**config.mk**
```make
export PLATFORM = sky130hd
export DESIGN_NAME = pwm_capture_timer
export DESIGN_NICKNAME = d
export VERILOG_FILES = /design/src/inc/pwm_capture_timer_pkg.sv /design/src/design/pwm_capture_timer.sv
export SDC_FILE = /design/constraint.sdc
export NUM_CORES = 1
export LEC_CHECK = 0
export BUFFER_PORTS_ARGS = -buffer_cell sky130_fd_sc_hd__buf_2
export CAP_MARGIN = 20
export CORE_MARGIN = 3
export CORE_UTILIZATION = 24
export DETAILED_ROUTE_END_ITERATION = 7
export PLACE_DENSITY_LB_ADDON = 0.05
export SETUP_SLACK_MARGIN = 0.3
export SYNTH_ARGS = -nofsm -noshare
export SYNTH_HDL_FRONTEND = slang
export SYNTH_SLANG_ARGS = --single-unit
export TNS_END_PERCENT = 30
```
**constraint.sdc**
```tcl
create_clock -name i_clk -period 4.6 [get_ports i_clk]
set_clock_uncertainty 0.05 [all_clocks]
set_input_delay 0.23 -clock i_clk [delete_from_list [all_inputs] [get_ports i_clk]]
set_output_delay 0.23 -clock i_clk [all_outputs]
set_load 0.05 [all_outputs]
```
**src/inc/pwm_capture_timer_pkg.sv**
```systemverilog
package pwm_capture_timer_pkg;
  localparam logic [7:0]  OFF_CTRL    = 8'h00;
  localparam logic [7:0]  OFF_PRESC   = 8'h04;
  localparam logic [7:0]  OFF_RELOAD  = 8'h08;
  localparam logic [7:0]  OFF_COUNT   = 8'h0C;
  localparam logic [7:0]  OFF_STATUS  = 8'h10;
  localparam logic [7:0]  OFF_MASK    = 8'h14;
  localparam logic [7:0]  OFF_DMA     = 8'h18;
  localparam logic [7:0]  OFF_CHMODE  = 8'h1C;
  localparam logic [7:0]  OFF_CCR0    = 8'h20;
  localparam logic [7:0]  OFF_CCR1    = 8'h24;
  localparam logic [7:0]  OFF_CCR2    = 8'h28;
  localparam logic [7:0]  OFF_CCR3    = 8'h2C;
  localparam logic [7:0]  OFF_DEAD    = 8'h30;
  localparam int          CTRL_EN      = 0;
  localparam int          CTRL_DIR     = 1;
  localparam int          CTRL_OPM     = 3;
  localparam int          CTRL_FREEZE  = 4;
  localparam int          CTRL_REDUCED = 5;
  localparam int          CTRL_ENC     = 6;
  localparam int          CTRL_HALL    = 7;
  localparam int          CTRL_SLAVE   = 8;
  localparam int          CTRL_W       = 9;
  localparam logic [1:0]  CNT_UP       = 2'h0;
  localparam logic [1:0]  CNT_DOWN     = 2'h1;
  localparam logic [1:0]  CNT_CENTER   = 2'h2;
  localparam logic [1:0]  CH_CAPTURE   = 2'h0;
  localparam logic [1:0]  CH_COMPARE   = 2'h1;
  localparam logic [1:0]  CH_PWM       = 2'h2;
  localparam int          CH_POL       = 2;
  localparam int          CH_OE        = 3;
  localparam int          CH_W         = 4;
  localparam int          ST_UPD       = 0;
  localparam int          ST_CC0       = 1;
  localparam int          ST_TRIG      = 5;
  localparam int          ST_HALL      = 6;
  localparam int          ST_W         = 7;
  localparam int          DMA_W        = 5;
  localparam int          NCH          = 4;
  localparam int          NCOMP        = 3;
  localparam logic [15:0] RELOAD_RST   = 16'hFFFF;
  typedef enum logic [1:0] {
    DIR_UP   = 2'b01,
    DIR_DOWN = 2'b10
  } cnt_dir_t;
  typedef struct packed {
    logic [CTRL_W-1:0]       ctrl;
    logic [15:0]             presc;
    logic [15:0]             reload;
    logic [15:0]             cnt;
    logic [15:0]             psc;
    cnt_dir_t                dir;
    logic [ST_W-1:0]         status;
    logic [ST_W-1:0]         mask;
    logic [DMA_W-1:0]        dma;
    logic [DMA_W-1:0]        dmareq;
    logic [15:0]             chmode;
    logic [NCH-1:0][15:0]    ccr;
    logic [7:0]              dead;
    logic [NCOMP-1:0][7:0]   dt;
    logic [NCH-1:0]          lvl;
    logic [NCH-1:0]          outp;
    logic [NCOMP-1:0]        outn;
    logic [NCH-1:0]          sync1;
    logic [NCH-1:0]          sync2;
    logic [NCH-1:0]          prev;
    logic                    trig_prev;
    logic                    trig_o;
    logic [31:0]             rdata;
    logic                    slverr;
  } timer_state_t;
endpackage
```
**src/design/pwm_capture_timer.sv**
```systemverilog
// The APB slave port and the placing of the registers were chosen for this implementation.
`timescale 1ns/1ps
`default_nettype none
module pwm_capture_timer (
  input  wire logic        i_clk,
  input  wire logic        i_nrst,
  input  wire logic        i_psel,
  input  wire logic        i_penable,
  input  wire logic        i_pwrite,
  input  wire logic [7:0]  i_paddr,
  input  wire logic [31:0] i_pwdata,
  output logic [31:0]      o_prdata,
  output logic             o_pready,
  output logic             o_pslverr,
  input  wire logic [3:0]  i_cap,
  input  wire logic        i_trig_in,
  input  wire logic        i_dbg_halt,
  output logic [3:0]       o_ch,
  output logic [2:0]       o_chn,
  output logic             o_trig_out,
  output logic [4:0]       o_dma_req,
  output logic             o_irq
);
  pwm_capture_timer_pkg::timer_state_t s;
  pwm_capture_timer_pkg::timer_state_t n;

  logic        wr;
  logic        cnt_wr;
  logic        frozen;
  logic        run;
  logic        tick;
  logic        upd_evt;
  logic        enc;
  logic        hall;
  logic        reduced;
  logic        enc_step;
  logic        enc_up;
  logic        hall_evt;
  logic        trig_evt;
  logic [1:0]  cmode;
  logic [3:0]  cap_evt;
  logic [3:0]  cc_set;
  logic [6:0]  st_set;
  logic [6:0]  st_clr;
  logic [31:0] rd;
  logic        hit;
  logic [1:0]  m;
  logic        pol;
  logic        oe;
  logic        lv;
  logic        rise;
  logic        fall;

  always_comb begin
    n = s;
    wr = i_psel & i_penable & i_pwrite;
    cnt_wr = wr && (i_paddr == pwm_capture_timer_pkg::OFF_COUNT);
    st_clr = 7'h00;
    // read data is caught in the setup phase so that prdata is a flop
    hit = 1'b1;
    rd = 32'h0000_0000;
    case (i_paddr)
      pwm_capture_timer_pkg::OFF_CTRL:   rd = {23'h000000, s.ctrl};
      pwm_capture_timer_pkg::OFF_PRESC:  rd = {16'h0000, s.presc};
      pwm_capture_timer_pkg::OFF_RELOAD: rd = {16'h0000, s.reload};
      pwm_capture_timer_pkg::OFF_COUNT:  rd = {16'h0000, s.cnt};
      pwm_capture_timer_pkg::OFF_STATUS: rd = {25'h0000000, s.status};
      pwm_capture_timer_pkg::OFF_MASK:   rd = {25'h0000000, s.mask};
      pwm_capture_timer_pkg::OFF_DMA:    rd = {27'h0000000, s.dma};
      pwm_capture_timer_pkg::OFF_CHMODE: rd = {16'h0000, s.chmode};
      pwm_capture_timer_pkg::OFF_CCR0:   rd = {16'h0000, s.ccr[0]};
      pwm_capture_timer_pkg::OFF_CCR1:   rd = {16'h0000, s.ccr[1]};
      pwm_capture_timer_pkg::OFF_CCR2:   rd = {16'h0000, s.ccr[2]};
      pwm_capture_timer_pkg::OFF_CCR3:   rd = {16'h0000, s.ccr[3]};
      pwm_capture_timer_pkg::OFF_DEAD:   rd = {24'h000000, s.dead};
      default:                           hit = 1'b0;
    endcase
    if (i_psel & ~i_penable) begin
      n.rdata = rd;
      n.slverr = ~hit;
    end
    if (wr) begin
      case (i_paddr)
        pwm_capture_timer_pkg::OFF_CTRL:   n.ctrl = i_pwdata[8:0];
        pwm_capture_timer_pkg::OFF_PRESC:  n.presc = i_pwdata[15:0];
        pwm_capture_timer_pkg::OFF_RELOAD: n.reload = i_pwdata[15:0];
        pwm_capture_timer_pkg::OFF_STATUS: st_clr = i_pwdata[6:0];
        pwm_capture_timer_pkg::OFF_MASK:   n.mask = i_pwdata[6:0];
        pwm_capture_timer_pkg::OFF_DMA:    n.dma = i_pwdata[4:0];
        pwm_capture_timer_pkg::OFF_CHMODE: n.chmode = i_pwdata[15:0];
        pwm_capture_timer_pkg::OFF_CCR0:   n.ccr[0] = i_pwdata[15:0];
        pwm_capture_timer_pkg::OFF_CCR1:   n.ccr[1] = i_pwdata[15:0];
        pwm_capture_timer_pkg::OFF_CCR2:   n.ccr[2] = i_pwdata[15:0];
        pwm_capture_timer_pkg::OFF_CCR3:   n.ccr[3] = i_pwdata[15:0];
        pwm_capture_timer_pkg::OFF_DEAD:   n.dead = i_pwdata[7:0];
        default:                           n.dead = s.dead;
      endcase
    end
    // capture pins pass two flops before anything looks at them; the trigger input is edge-detected unsynced
    n.sync1 = i_cap;
    n.sync2 = s.sync1;
    n.prev = s.sync2;
    n.trig_prev = i_trig_in;
    enc = s.ctrl[pwm_capture_timer_pkg::CTRL_ENC];
    hall = s.ctrl[pwm_capture_timer_pkg::CTRL_HALL];
    reduced = s.ctrl[pwm_capture_timer_pkg::CTRL_REDUCED];
    frozen = s.ctrl[pwm_capture_timer_pkg::CTRL_FREEZE] & i_dbg_halt;
    run = s.ctrl[pwm_capture_timer_pkg::CTRL_EN] & ~frozen;
    // prescaler divides by presc+1, so 1 through 65536
    // >= so that a presc lowered under the running count ends the period
    tick = 1'b0;
    if (run) begin
      if (s.psc >= s.presc) begin
        n.psc = 16'h0000;
        tick = 1'b1;
      end else begin
        n.psc = s.psc + 16'h0001;
      end
    end
    cmode = reduced ? pwm_capture_timer_pkg::CNT_UP
                    : s.ctrl[pwm_capture_timer_pkg::CTRL_DIR +: 2];
    upd_evt = 1'b0;
    // x4 quadrature decode: a new level of a against the old level of b
    enc_step = run & enc & ((s.sync2[0] ^ s.prev[0]) | (s.sync2[1] ^ s.prev[1]));
    enc_up = s.sync2[0] ^ s.prev[1];
    if (enc) begin
      if (enc_step) begin
        if (enc_up) begin
          n.cnt = (s.cnt >= s.reload) ? 16'h0000 : s.cnt + 16'h0001;
        end else begin
          n.cnt = (s.cnt == 16'h0000) ? s.reload : s.cnt - 16'h0001;
        end
      end
    end else if (tick) begin
      if (cmode == pwm_capture_timer_pkg::CNT_DOWN) begin
        if (s.cnt == 16'h0000) begin
          n.cnt = s.reload;
          upd_evt = 1'b1;
        end else begin
          n.cnt = s.cnt - 16'h0001;
        end
      end else if (cmode == pwm_capture_timer_pkg::CNT_CENTER) begin
        if (s.dir == pwm_capture_timer_pkg::DIR_UP) begin
          if (s.cnt >= s.reload) begin
            n.dir = pwm_capture_timer_pkg::DIR_DOWN;
            n.cnt = (s.reload == 16'h0000) ? 16'h0000
                                           : s.reload - 16'h0001;
            upd_evt = 1'b1;
          end else begin
            n.cnt = s.cnt + 16'h0001;
          end
        end else begin
          if (s.cnt == 16'h0000) begin
            n.dir = pwm_capture_timer_pkg::DIR_UP;
            n.cnt = (s.reload == 16'h0000) ? 16'h0000 : 16'h0001;
            upd_evt = 1'b1;
          end else begin
            n.cnt = s.cnt - 16'h0001;
          end
        end
      end else begin
        // a reload lowered below the count still wraps at once
        if (s.cnt >= s.reload) begin
          n.cnt = 16'h0000;
          upd_evt = 1'b1;
        end else begin
          n.cnt = s.cnt + 16'h0001;
        end
      end
    end
    if (upd_evt & s.ctrl[pwm_capture_timer_pkg::CTRL_OPM]) begin
      n.ctrl[pwm_capture_timer_pkg::CTRL_EN] = 1'b0;
    end
    trig_evt = i_trig_in & ~s.trig_prev;
    if (trig_evt & s.ctrl[pwm_capture_timer_pkg::CTRL_SLAVE]) begin
      n.ctrl[pwm_capture_timer_pkg::CTRL_EN] = 1'b1;
    end
    n.trig_o = upd_evt;
    // hall sensors: any change of any input flips the parity
    hall_evt = hall & ((^s.sync2[2:0]) ^ (^s.prev[2:0]));
    cap_evt = 4'h0;
    cc_set = 4'h0;
    for (int i = 0; i < 4; i++) begin
      m = s.chmode[i*4 +: 2];
      pol = s.chmode[i*4 + pwm_capture_timer_pkg::CH_POL];
      oe = s.chmode[i*4 + pwm_capture_timer_pkg::CH_OE];
      rise = s.sync2[i] & ~s.prev[i];
      fall = ~s.sync2[i] & s.prev[i];
      if (m == pwm_capture_timer_pkg::CH_CAPTURE) begin
        cap_evt[i] = pol ? fall : rise;
        n.lvl[i] = 1'b0;
        if (cap_evt[i]) begin
          n.ccr[i] = s.cnt;
          cc_set[i] = 1'b1;
        end
      end else if (m == pwm_capture_timer_pkg::CH_COMPARE) begin
        if (tick && s.cnt == s.ccr[i]) begin
          n.lvl[i] = ~s.lvl[i];
          cc_set[i] = 1'b1;
        end
      end else begin
        // count below compare: ccr 0 is always off, ccr above reload on
        n.lvl[i] = (s.cnt < s.ccr[i]);
        cc_set[i] = tick && s.cnt == s.ccr[i];
      end
      lv = (s.lvl[i] ^ pol) & oe & (m != pwm_capture_timer_pkg::CH_CAPTURE);
      if (i < 3) begin
        n.outp[i] = lv & (s.dt[i % 3] == 8'h00) & (~reduced | i < 2);
        n.outn[i % 3] = oe & (m != pwm_capture_timer_pkg::CH_CAPTURE)
                      & ~(s.lvl[i] ^ pol) & (s.dt[i % 3] == 8'h00)
                      & (~reduced | i == 0);
      end else begin
        n.outp[i] = lv & ~reduced;
      end
    end
    // both sides of a pair stay low for dead cycles after each flip
    for (int j = 0; j < 3; j++) begin
      if (n.lvl[j] != s.lvl[j]) begin
        n.dt[j] = s.dead;
      end else if (s.dt[j] != 8'h00) begin
        n.dt[j] = s.dt[j] - 8'h01;
      end
    end
    if (hall_evt) begin
      n.ccr[0] = s.cnt;
      n.cnt = 16'h0000;
    end
    // software writes to the count win over counting in that cycle
    if (cnt_wr) begin
      n.cnt = i_pwdata[15:0];
    end
    st_set = {hall_evt, trig_evt, cc_set, upd_evt};
    // a flag raised in its clearing cycle survives
    n.status = (s.status & ~st_clr) | st_set;
    n.dmareq = {cc_set, upd_evt} & s.dma;
  end

  always_ff @(posedge i_clk or negedge i_nrst) begin
    if (!i_nrst) begin
      s <= '0;
      s.reload <= pwm_capture_timer_pkg::RELOAD_RST;
      s.dir <= pwm_capture_timer_pkg::DIR_UP;
    end else begin
      s <= n;
    end
  end

  assign o_prdata = s.rdata;
  assign o_pready = 1'b1;
  assign o_pslverr = s.slverr & i_psel & i_penable;
  assign o_ch = s.outp;
  assign o_chn = s.outn;
  assign o_trig_out = s.trig_o;
  assign o_dma_req = s.dmareq;
  assign o_irq = |(s.status & s.mask);
endmodule
`default_nettype wire

```
# --- After elaboration in Yosys (flattened, before gate mapping) ---
# Index checks and enable logic that the tools add are counted.
op_classes:
  n_lt_le_gt_ge: 6
  mux: 92
  add_sub_neg: 7
  n_reduce_logical: 43
  n_bitwise: 81
  eq_ne: 29
ops:
  columns: ["op", "count"]
  rows:
  - ["16-bit two-way mux", 30]
  - ["16-bit one-hot mux with 13 select lines", 1]
  - ["72-bit two-way mux", 1]
  - ["16-bit == test", 4]
  - ["16-bit less-than comparator", 4]
  - ["8-bit two-way mux", 7]
  - ["1-bit two-way mux", 46]
  - ["1-bit bitwise AND", 45]
  - ["8-bit by 6-bit == test with 1-bit output, second input constant", 5]
  - ["33-bit two-way mux", 1]
  - ["16-bit by 1-bit adder with 16-bit output, second input constant", 2]
  - ["8-bit by 5-bit == test with 1-bit output, second input constant", 4]
  - ["16-bit >= comparator", 2]
  - ["16-bit logical NOT", 2]
  - ["8-bit logical NOT", 4]
  - ["16-bit by 1-bit subtractor with 16-bit output, second input constant", 2]
  - ["8-bit nonzero test", 3]
  - ["8-bit by 1-bit subtractor with 8-bit output, second input constant", 3]
  - ["1-bit inverter", 22]
  - ["2-bit AND reduction", 9]
  - ["8-bit by 4-bit == test with 1-bit output, second input constant", 2]
  - ["2-bit nonzero test", 8]
  - ["7-bit bitwise AND", 2]
  - ["7-bit two-way mux", 2]
  - ["21 further kinds", 47]
word_totals:
  register_bits: 269
  input_bits: 51

# --- Logic depth before layout (Yosys ltp) ---
# Gate-level depths: netlist of the first run.
logic_depth:
  word_depth: 10
  mapped_depth: 12

# --- Worst setup path before layout of the first run ---
# OpenSTA, ideal clock, no wires.
synth_timing:
  path_type: "reg-to-reg"
  from: "register s[212] (netlist name)"
  to: "register s[221] (netlist name)"
  t_arrival_ns: 3.239
  path_buffers: 3
  slack_ns: 1.241
  path_stages_with_launch: 13
  t_required_ns: 4.480
  synth_period_minus_slack_ns: 3.359
  cell_sequence: "dfrtp_1 -> clkbuf_1 -> inv_1 -> ha_1 -> nand2b_1 -> a2111oi_0 -> a2111oi_1 -> or3_1 -> buf_2 -> buf_2 -> nand3_1 -> a2111oi_0 -> nand3b_1"
synth_via:
  elab_chain_cells: 9
synth_lines:
  columns: ["element", "line_no", "text"]
  rows:
  - ["start, declared", "pwm_capture_timer.sv:24", "pwm_capture_timer_pkg::timer_state_t s;"]
  - ["start signal, assigned", "pwm_capture_timer.sv:244", "s <= n;"]
  - ["16-bit by 1-bit subtractor with 16-bit output, or another cell as far along", "pwm_capture_timer.sv:131, pwm_capture_timer.sv:140, pwm_capture_timer.sv:158", null]
  - ["16-bit two-way mux, on equally long branches", "pwm_capture_timer.sv:153, pwm_capture_timer.sv:144", null]
  - ["16-bit two-way mux", "pwm_capture_timer.sv:143", "if (s.dir == pwm_capture_timer_pkg::DIR_UP) begin"]
  - ["16-bit two-way mux", "pwm_capture_timer.sv:142", "end else if (cmode == pwm_capture_timer_pkg::CNT_CENTER) begin"]
  - ["16-bit two-way mux", "pwm_capture_timer.sv:135", "if (cmode == pwm_capture_timer_pkg::CNT_DOWN) begin"]
  - ["16-bit two-way mux", "pwm_capture_timer.sv:134", "end else if (tick) begin"]
  - ["16-bit two-way mux (*)", "pwm_capture_timer.sv:126", "if (enc) begin"]
  - ["16-bit two-way mux (*)", "pwm_capture_timer.sv:224", "if (hall_evt) begin"]
  - ["16-bit two-way mux (*)", "pwm_capture_timer.sv:229", "if (cnt_wr) begin"]
# Every way passes the cells marked *; elsewhere a longest branch is shown, timed or not. The select of a mux whose other input is x is not followed.
# A chain may end at the register's enable or synchronous reset.

# --- Final worst setup path of the first run ---
layout_timing:
  from: "register s[237] (netlist name)"
  to: "register s[227] (netlist name)"
layout_via:
  elab_chain_cells: 10
layout_lines:
  columns: ["element", "line_no", "text"]
  rows:
  - ["16-bit by 1-bit subtractor with 16-bit output or 16-bit logical NOT (tied branches)", "pwm_capture_timer.sv:147, pwm_capture_timer.sv:146", null]
  - ["16-bit two-way mux", "pwm_capture_timer.sv:146", "n.cnt = (s.reload == 16'h0000) ? 16'h0000"]
  - ["16-bit two-way mux", "pwm_capture_timer.sv:144", "if (s.cnt >= s.reload) begin"]
  - ["16-bit two-way mux", "pwm_capture_timer.sv:143", null]
  - ["16-bit two-way mux", "pwm_capture_timer.sv:142", null]
  - ["16-bit two-way mux", "pwm_capture_timer.sv:135", null]
  - ["16-bit two-way mux", "pwm_capture_timer.sv:134", null]
  - ["16-bit two-way mux (*)", "pwm_capture_timer.sv:126", null]
  - ["16-bit two-way mux (*)", "pwm_capture_timer.sv:224", null]
  - ["16-bit two-way mux (*)", "pwm_capture_timer.sv:229", null]
# Marks and branches as above.

==> impl_metrics.ini, run 1 <==
[outcome]
status = finished clean

[clock_tree]
htreeDepth = 2
postCtsSetupBuffers = 0
cts_tree = built
cts-buffers-inserted = 36
post_cts_resized = 0
clk_latency_ns = 0.56
cts_max_path_buffers = 3
holdBufCountCts = 7
cts.sinks = 253
path_clk_slew_ns = 0.06
cts_root_buffer = clkbuf_16

[global_route]
antenna_found_initial = 1
grt_pass1_wl_um = 109000
grt_pass1_vias = 15200
grt_usage_pct = 19.7
grt_max_degree = 103
overflow = 0

[synth]
yosysWarnings = 0
avgSynthCellArea_um2 = 9.17
syn_area_mm2 = 0.0174
synth-main-ff-cell = dfrtp_1
synth_seq_cells = 253
ys_async_sr_fraction_pct = 100
netlist-cell-type-count = 89
synth_edf_count = 0
synth-seq-area-share_pct = 36.5
synthCells = 1900

[placed_design]
io_buffers = 65
hpwl_um = 55100
detailed_place.area_mm2 = 0.0189
place.gp.congestion = 0.841

[critical_path]
critPathLaunchType = flop
setup.worst_path.end = s[227]$_DFFE_PN0P_
rr_startpoint = s[237]$_DFFE_PN1P_
crit_type = flop to flop
cp-end-kind = flop
ff2ff_path_depth = 10
crit_required_ns = 4.96
startpoint = s[237]$_DFFE_PN1P_
ff2ff_setup_slack_ns = 0.87
crit_arrival_ns = 4.08
r2r-end = s[227]$_DFFE_PN0P_
crit_path_max_fanout = 17

[route]
drc_errors = 0
routedWlPerCell_um = 25.6
vias = 15000
antenna_left = 0
vias_per_cell = 5.13
wirelength_um = 74900
drt_iter0_drc = 1117
dr.pass1.iters = 5

[die]
io_pins = 99
core_area_mm2 = 0.0717
start_util_pct = 24.3
die_h_um = 275
fp-row-count = 98
dieArea_mm2 = 0.0759
die_width_um = 275

[timing]
post-route-period-util_pct = 81.0
period_needed_ns = 3.73
fmax_mhz = 268
rsz0062_at_grt = no
maxSlewHeadroom_pct = 26.5
worstMarginPinSlew_ns = 1.09
setup_viol = 0
final-hold-violation-count = 0
slew_viol_final = 0
tns_ns = 0

[hold_path]
hold_class = primary input to flop

[layout]
nFillCells = 7647
layout.nets = 2108
fin_area_mm2 = 0.0202
area_growth_pct = 16.0
drive_gt1_share_pct = 16.5
final_util_pct = 28.2

[power_and_ir_drop]
ir_drop_v = 0.000223
leakage_nw = 9.42
finalPower_w = 0.00831
p_per_area_mw_per_mm2 = 411

[flow_run]
maxCapViolCount = 0
Yosys cell counts, types with 26 or more instances:
cell type | n | share of area, %
nand2_1 | 105 | 2.3
a21o_1 | 39 | 1.7
a221oi_1 | 30 | 1.5
xnor2_1 | 45 | 2.3
o21ai_0 | 67 | 1.9
a22oi_1 | 50 | 2.2
a21oi_1 | 115 | 3.3
nor2_1 | 163 | 3.5
clkbuf_1 | 96 | 2.1
dfrtp_1 | 236 | 34
nor3_1 | 38 | 1.1
nand3_1 | 49 | 1.4
buf_4 | 48 | 2.1
mux2i_1 | 80 | 4.6
mux2_2 | 81 | 5.2
inv_1 | 121 | 2.6
a31oi_1 | 30 | 1.1
ha_1 | 110 | 7.9
xor2_1 | 26 | 1.3
metrics by stage:
step / worst slack, ns / hold slack (ns) / cells
after floorplan: 1.24 / -0.116 / 1915
after CTS: 0.876 / 0.0371 / 2920
after global routing: 0.662 / 0.0622 / 2922
after global placement: 0.884 / 0.288 / 2848
after detailed placement: 0.895 / 0.285 / 2850
final: 0.874 / 0.0638 / 2923
worst max-delay path, cell delays in order (launching register included):
cell	delay (ns)
dfstp_2	0.63
inv_1	0.11
ha_1	0.32
a21o_1	0.19
a221oi_1	0.39
nor2_1	0.23
or3_1	0.71
buf_4	0.33
and4_2	0.19
nor4b_1	0.30
o21ai_0	0.14
flip-flops by register name, summed over array words and instances (netlist names), 2 cells and up:
name / cells
o_prdata: 16
m: 2
o_ch: 4
o_dma_req: 5
s: 209
o_chn: 3
n: 8
metal layers:
| layer | vias to the layer above | part of all wire, % | GRT usage [%] |
|---|---|---|---|
| met5 | - | 0 | 0 |
| met4 | 0 | 2.8 | 5.79 |
| met3 | 104 | 4.0 | 2.92 |
| met2 | 366 | 47 | 32.6 |
| met1 | 7491 | 46 | 26.4 |
| li1 | 7037 | - | - |
worst min path at each step:
stage	from	to	slack, ns	cells past startpoint
finish	i_pwdata[11]	s[101]$_DFF_PN0_	0.06	3
global route	i_pwdata[10]	s[164]$_DFFE_PN0P_	0.06	2
CTS	i_pwdata[11]	s[101]$_DFF_PN0_	0.04	3
global placement	n[39]$_DFF_PN0_	n[35]$_DFF_PN0_	0.29	0
floorplan	i_nrst	enc$_DFFE_PN0P_	-0.12	0
detailed placement	n[39]$_DFF_PN0_	n[35]$_DFF_PN0_	0.28	0
cells by family after synthesis:
family / Yosys count / synth area share [%]
AOI/OAI and AO/OA: 504 / 19.9
xor gates and xnor gates: 72 / 3.70
adders and majority gates: 110 / 7.90
buffers and inverters: 271 / 6.94
DFF: 253 / 36.5
muxes: 161 / 9.83
other: 2 / 0.0431
and+or+nand+nor: 527 / 15.2
cells in the final DEF (no fill, tap or decap), drive strengths merged, types with 49 or more instances in the layout:
cell type,instances
dfrtp,236
nor2,164
buf,137
inv,123
a21oi,116
ha,110
nand2,105
mux2,81
mux2i,80
o21ai,72
a22oi,50
clkbuf,50
nand3,49
final cells by class:
cell class              instances  area, µm²  area share, %
clock inverters                13        176          0.873
well taps                     950       1190           5.88
flip-flops and latches        253       6350           31.4
diodes                          1       2.50         0.0124
repair buffers                144       1020           5.03
multi-input cells            1391       9940           49.2
clock buffers                  50       1080           5.37
inverters                     121        454           2.25
where the power goes:
part,total [W],internal [W],switching [W]
Combinational,0.00255,0.000957,0.00160
Clock,0.00300,0.00187,0.00113
Sequential,0.00276,0.00249,0.000277
(Power assumes the default switching activity.)
==> run 2: changes to the inputs <==
--- a/config.mk
+++ b/config.mk
@@ -5,6 +5,7 @@
 export SDC_FILE = /design/constraint.sdc
 export NUM_CORES = 1
 export LEC_CHECK = 0
+export ABC_AREA = 1
 export BUFFER_PORTS_ARGS = -buffer_cell sky130_fd_sc_hd__buf_2
 export CAP_MARGIN = 20
 export CORE_MARGIN = 3
==> constraint.sdc (replaced) <==
create_clock -name i_clk -period 3.6 [get_ports i_clk]
set_clock_uncertainty 0.05 [all_clocks]
set_input_delay 0.18 -clock i_clk [delete_from_list [all_inputs] [get_ports i_clk]]
set_output_delay 0.18 -clock i_clk [all_outputs]
set_load 0.05 [all_outputs]
==> impl_metrics.ini, run 2 <==
[timing]
hold_ws_ns = 0.0634
setup_viol = 0
tns_ns = 0
maxSlewHeadroom_pct = 35.2
period_needed_ns = 3.09
rsz0062_at_grt = no
slew_viol_final = 0
fmax_mhz = 324
worstMarginPinSlew_ns = 0.963
post-route-period-util_pct = 85.8
final-hold-violation-count = 0

[synth]
avgSynthCellArea_um2 = 7.30
synth_edf_count = 0
yosysWarnings = 0
synth_seq_cells = 253
synth_area_leaders = dfrtp_1 (33%), nand2_1 (12%), ha_1 (7.8%)
synthCells = 2427
netlist-cell-type-count = 61
yosys-top-cells-count = nand2_1 (577), inv_1 (306), dfrtp_1 (236)
syn_area_mm2 = 0.0177
synth_top_cell_by_area = dfrtp_1
synth-seq-area-share_pct = 35.9
synth_top_area_share_pct = 33.3
yosysMostFrequentCell = nand2_1
synth-main-ff-cell = dfrtp_1
ys_async_sr_fraction_pct = 100

[critical_path]
crit_arrival_ns = 3.52
crit_path_max_fanout = 13
cp-end-kind = flop
crit_type = flop to flop
crit_required_ns = 4.03
critPathLaunchType = flop

[flow_run]
maxCapViolCount = 0

[clock_tree]
htreeDepth = 2
postCtsSetupBuffers = 0
cts_tree = built
clk_latency_ns = 0.56
post_cts_resized = 0
cts_max_path_buffers = 3
path_clk_slew_ns = 0.06
cts.sinks = 253
cts-buffers-inserted = 36
cts_root_buffer = clkbuf_16

[placed_design]
hpwl_um = 63300
place.gp.congestion = 0.891
io_buffers = 65

[route]
vias = 17000
drt_iter0_drc = 1402
wirelength_um = 82700
dr.pass1.iters = 5
drc_errors = 0
antenna_left = 0
vias_per_cell = 4.88
routedWlPerCell_um = 23.7

[die]
fp-row-count = 98
dieArea_mm2 = 0.0771
die_h_um = 278
die_width_um = 278
start_util_pct = 24.5
core_area_mm2 = 0.0723
io_pins = 99

[power_and_ir_drop]
leakage_nw = 9.95
ir_drop_v = 0.000318
p_per_area_mw_per_mm2 = 663

[global_route]
antenna_found_initial = 4
grt_pass1_vias = 16600
overflow = 0
grt_max_degree = 83
grt_usage_pct = 21.2
grt_pass1_wl_um = 119000

[layout]
final_util_pct = 28.5
layout_common_cells = nand2_1 (577), inv_1 (306), dfrtp_1 (236), o21ai_0 (213), nor2_1 (162)
largest_reg_flops = 209
area_growth_pct = 16.4
largest_register = s
drive_gt1_share_pct = 11.5
layout.nets = 2671
layout_commonest_cell = nand2_1

[hold_path]
hold_class = primary input to flop

[outcome]
status = finished clean
-- run 2: cell types whose count changed in the layout (fill, tap and decap cells not counted), sizes merged, moves of 31 or more --
cell | before | now
inv | 123 | 324
nand3 | 49 | 150
a21o | 39 | 1
o211ai | 25 | 58
o21ai | 72 | 245
mux2 | 81 | 0
xnor2 | 45 | 14
a22oi | 50 | 0
mux2i | 80 | 0
nand2 | 105 | 591
o22ai | 6 | 40
-- run 2: worst paths after layout --
kind,from,end,slack [ns],cells past startpoint
worst max-delay path,s[219]$_DFFE_PN0P_,s[78]$_DFFE_PN0P_,0.51,13
worst min-delay path,i_paddr[0],s[0]$_DFFE_PN0P_,0.06,5
worst max register to register,s[219]$_DFFE_PN0P_,s[78]$_DFFE_PN0P_,0.51,13
worst min register to register,n[41]$_DFF_PN0_,n[37]$_DFF_PN0_,0.31,0
max in group asynchronous,i_nrst,s[194]$_DFFE_PN1P_,2.36,3
min in group asynchronous,i_nrst,s[70]$_DFFE_PN0P_,0.15,2
-- run 2: metrics by stage --
step                area [µm²]  std cells  total power, W  setup WS (ns)
finish                   20600       3488          0.0137          0.512
global placement         19100       3401         0.00975          0.581
detailed placement       19100       3401         0.00978          0.538
global route             20600       3487          0.0147          0.313
CTS                      20600       3487          0.0138          0.533
floorplan                17800       2442         0.00769           1.34
-- run 2: cell families after synthesis --
family          after synthesis  share of synthesized area [%]
buf+inv                     465                           11.5
flops                       253                           35.9
simple gates               1035                           25.6
other cells                   2                         0.0424
fa+ha+maj                   110                           7.77
xor+xnor                     54                           2.76
compound gates              508                           16.5
-- run 2: per-layer routing --
metal,global-route usage (%),part of all wire [%]
met5,0,0.016
met2,34.1,45
met4,7.30,3.5
met1,29.3,47
met3,2.63,4.5
-- run 2: final cells by class --
type	count	area (µm²)
antenna	1	2.50
clock buffer	49	1030
clock inverter	16	238
fill	7969	51700
inverter	329	1240
multi-input combinational	1724	9390
sequential	253	6350
tap	950	1190
timing repair buffer	166	1170
-- run 2: report_power, final --
group / total (W) / switching [W] / leakage, nW / internal [W]
clock: 0.00387 / 0.00149 / 0.626 / 0.00238
sequential: 0.00388 / 0.000570 / 3.27 / 0.00331
combinational: 0.00592 / 0.00393 / 6.06 / 0.00199
total: 0.0137 / 0.00599 / 9.95 / 0.00767
-- run 2: what timing repair did --
item	in CTS	in global routing
hold buffers	21	0
setup endpoints to repair	0	0
endpoints found under the hold margin	115	0
-- run 2: critical path: stages (launching register included) --
cell and delay [ns]:
dfrtp_1 0.66, ha_1 0.45, nand2_1 0.07, nor2_1 0.17, nand4_1 0.24, nor2_1 0.45
nand3_1 0.17, nand2_1 0.10, nand3_2 0.09, nand2_2 0.09, nand2_2 0.08, nand2_2 0.21
nand2_1 0.09, o21ai_1 0.08
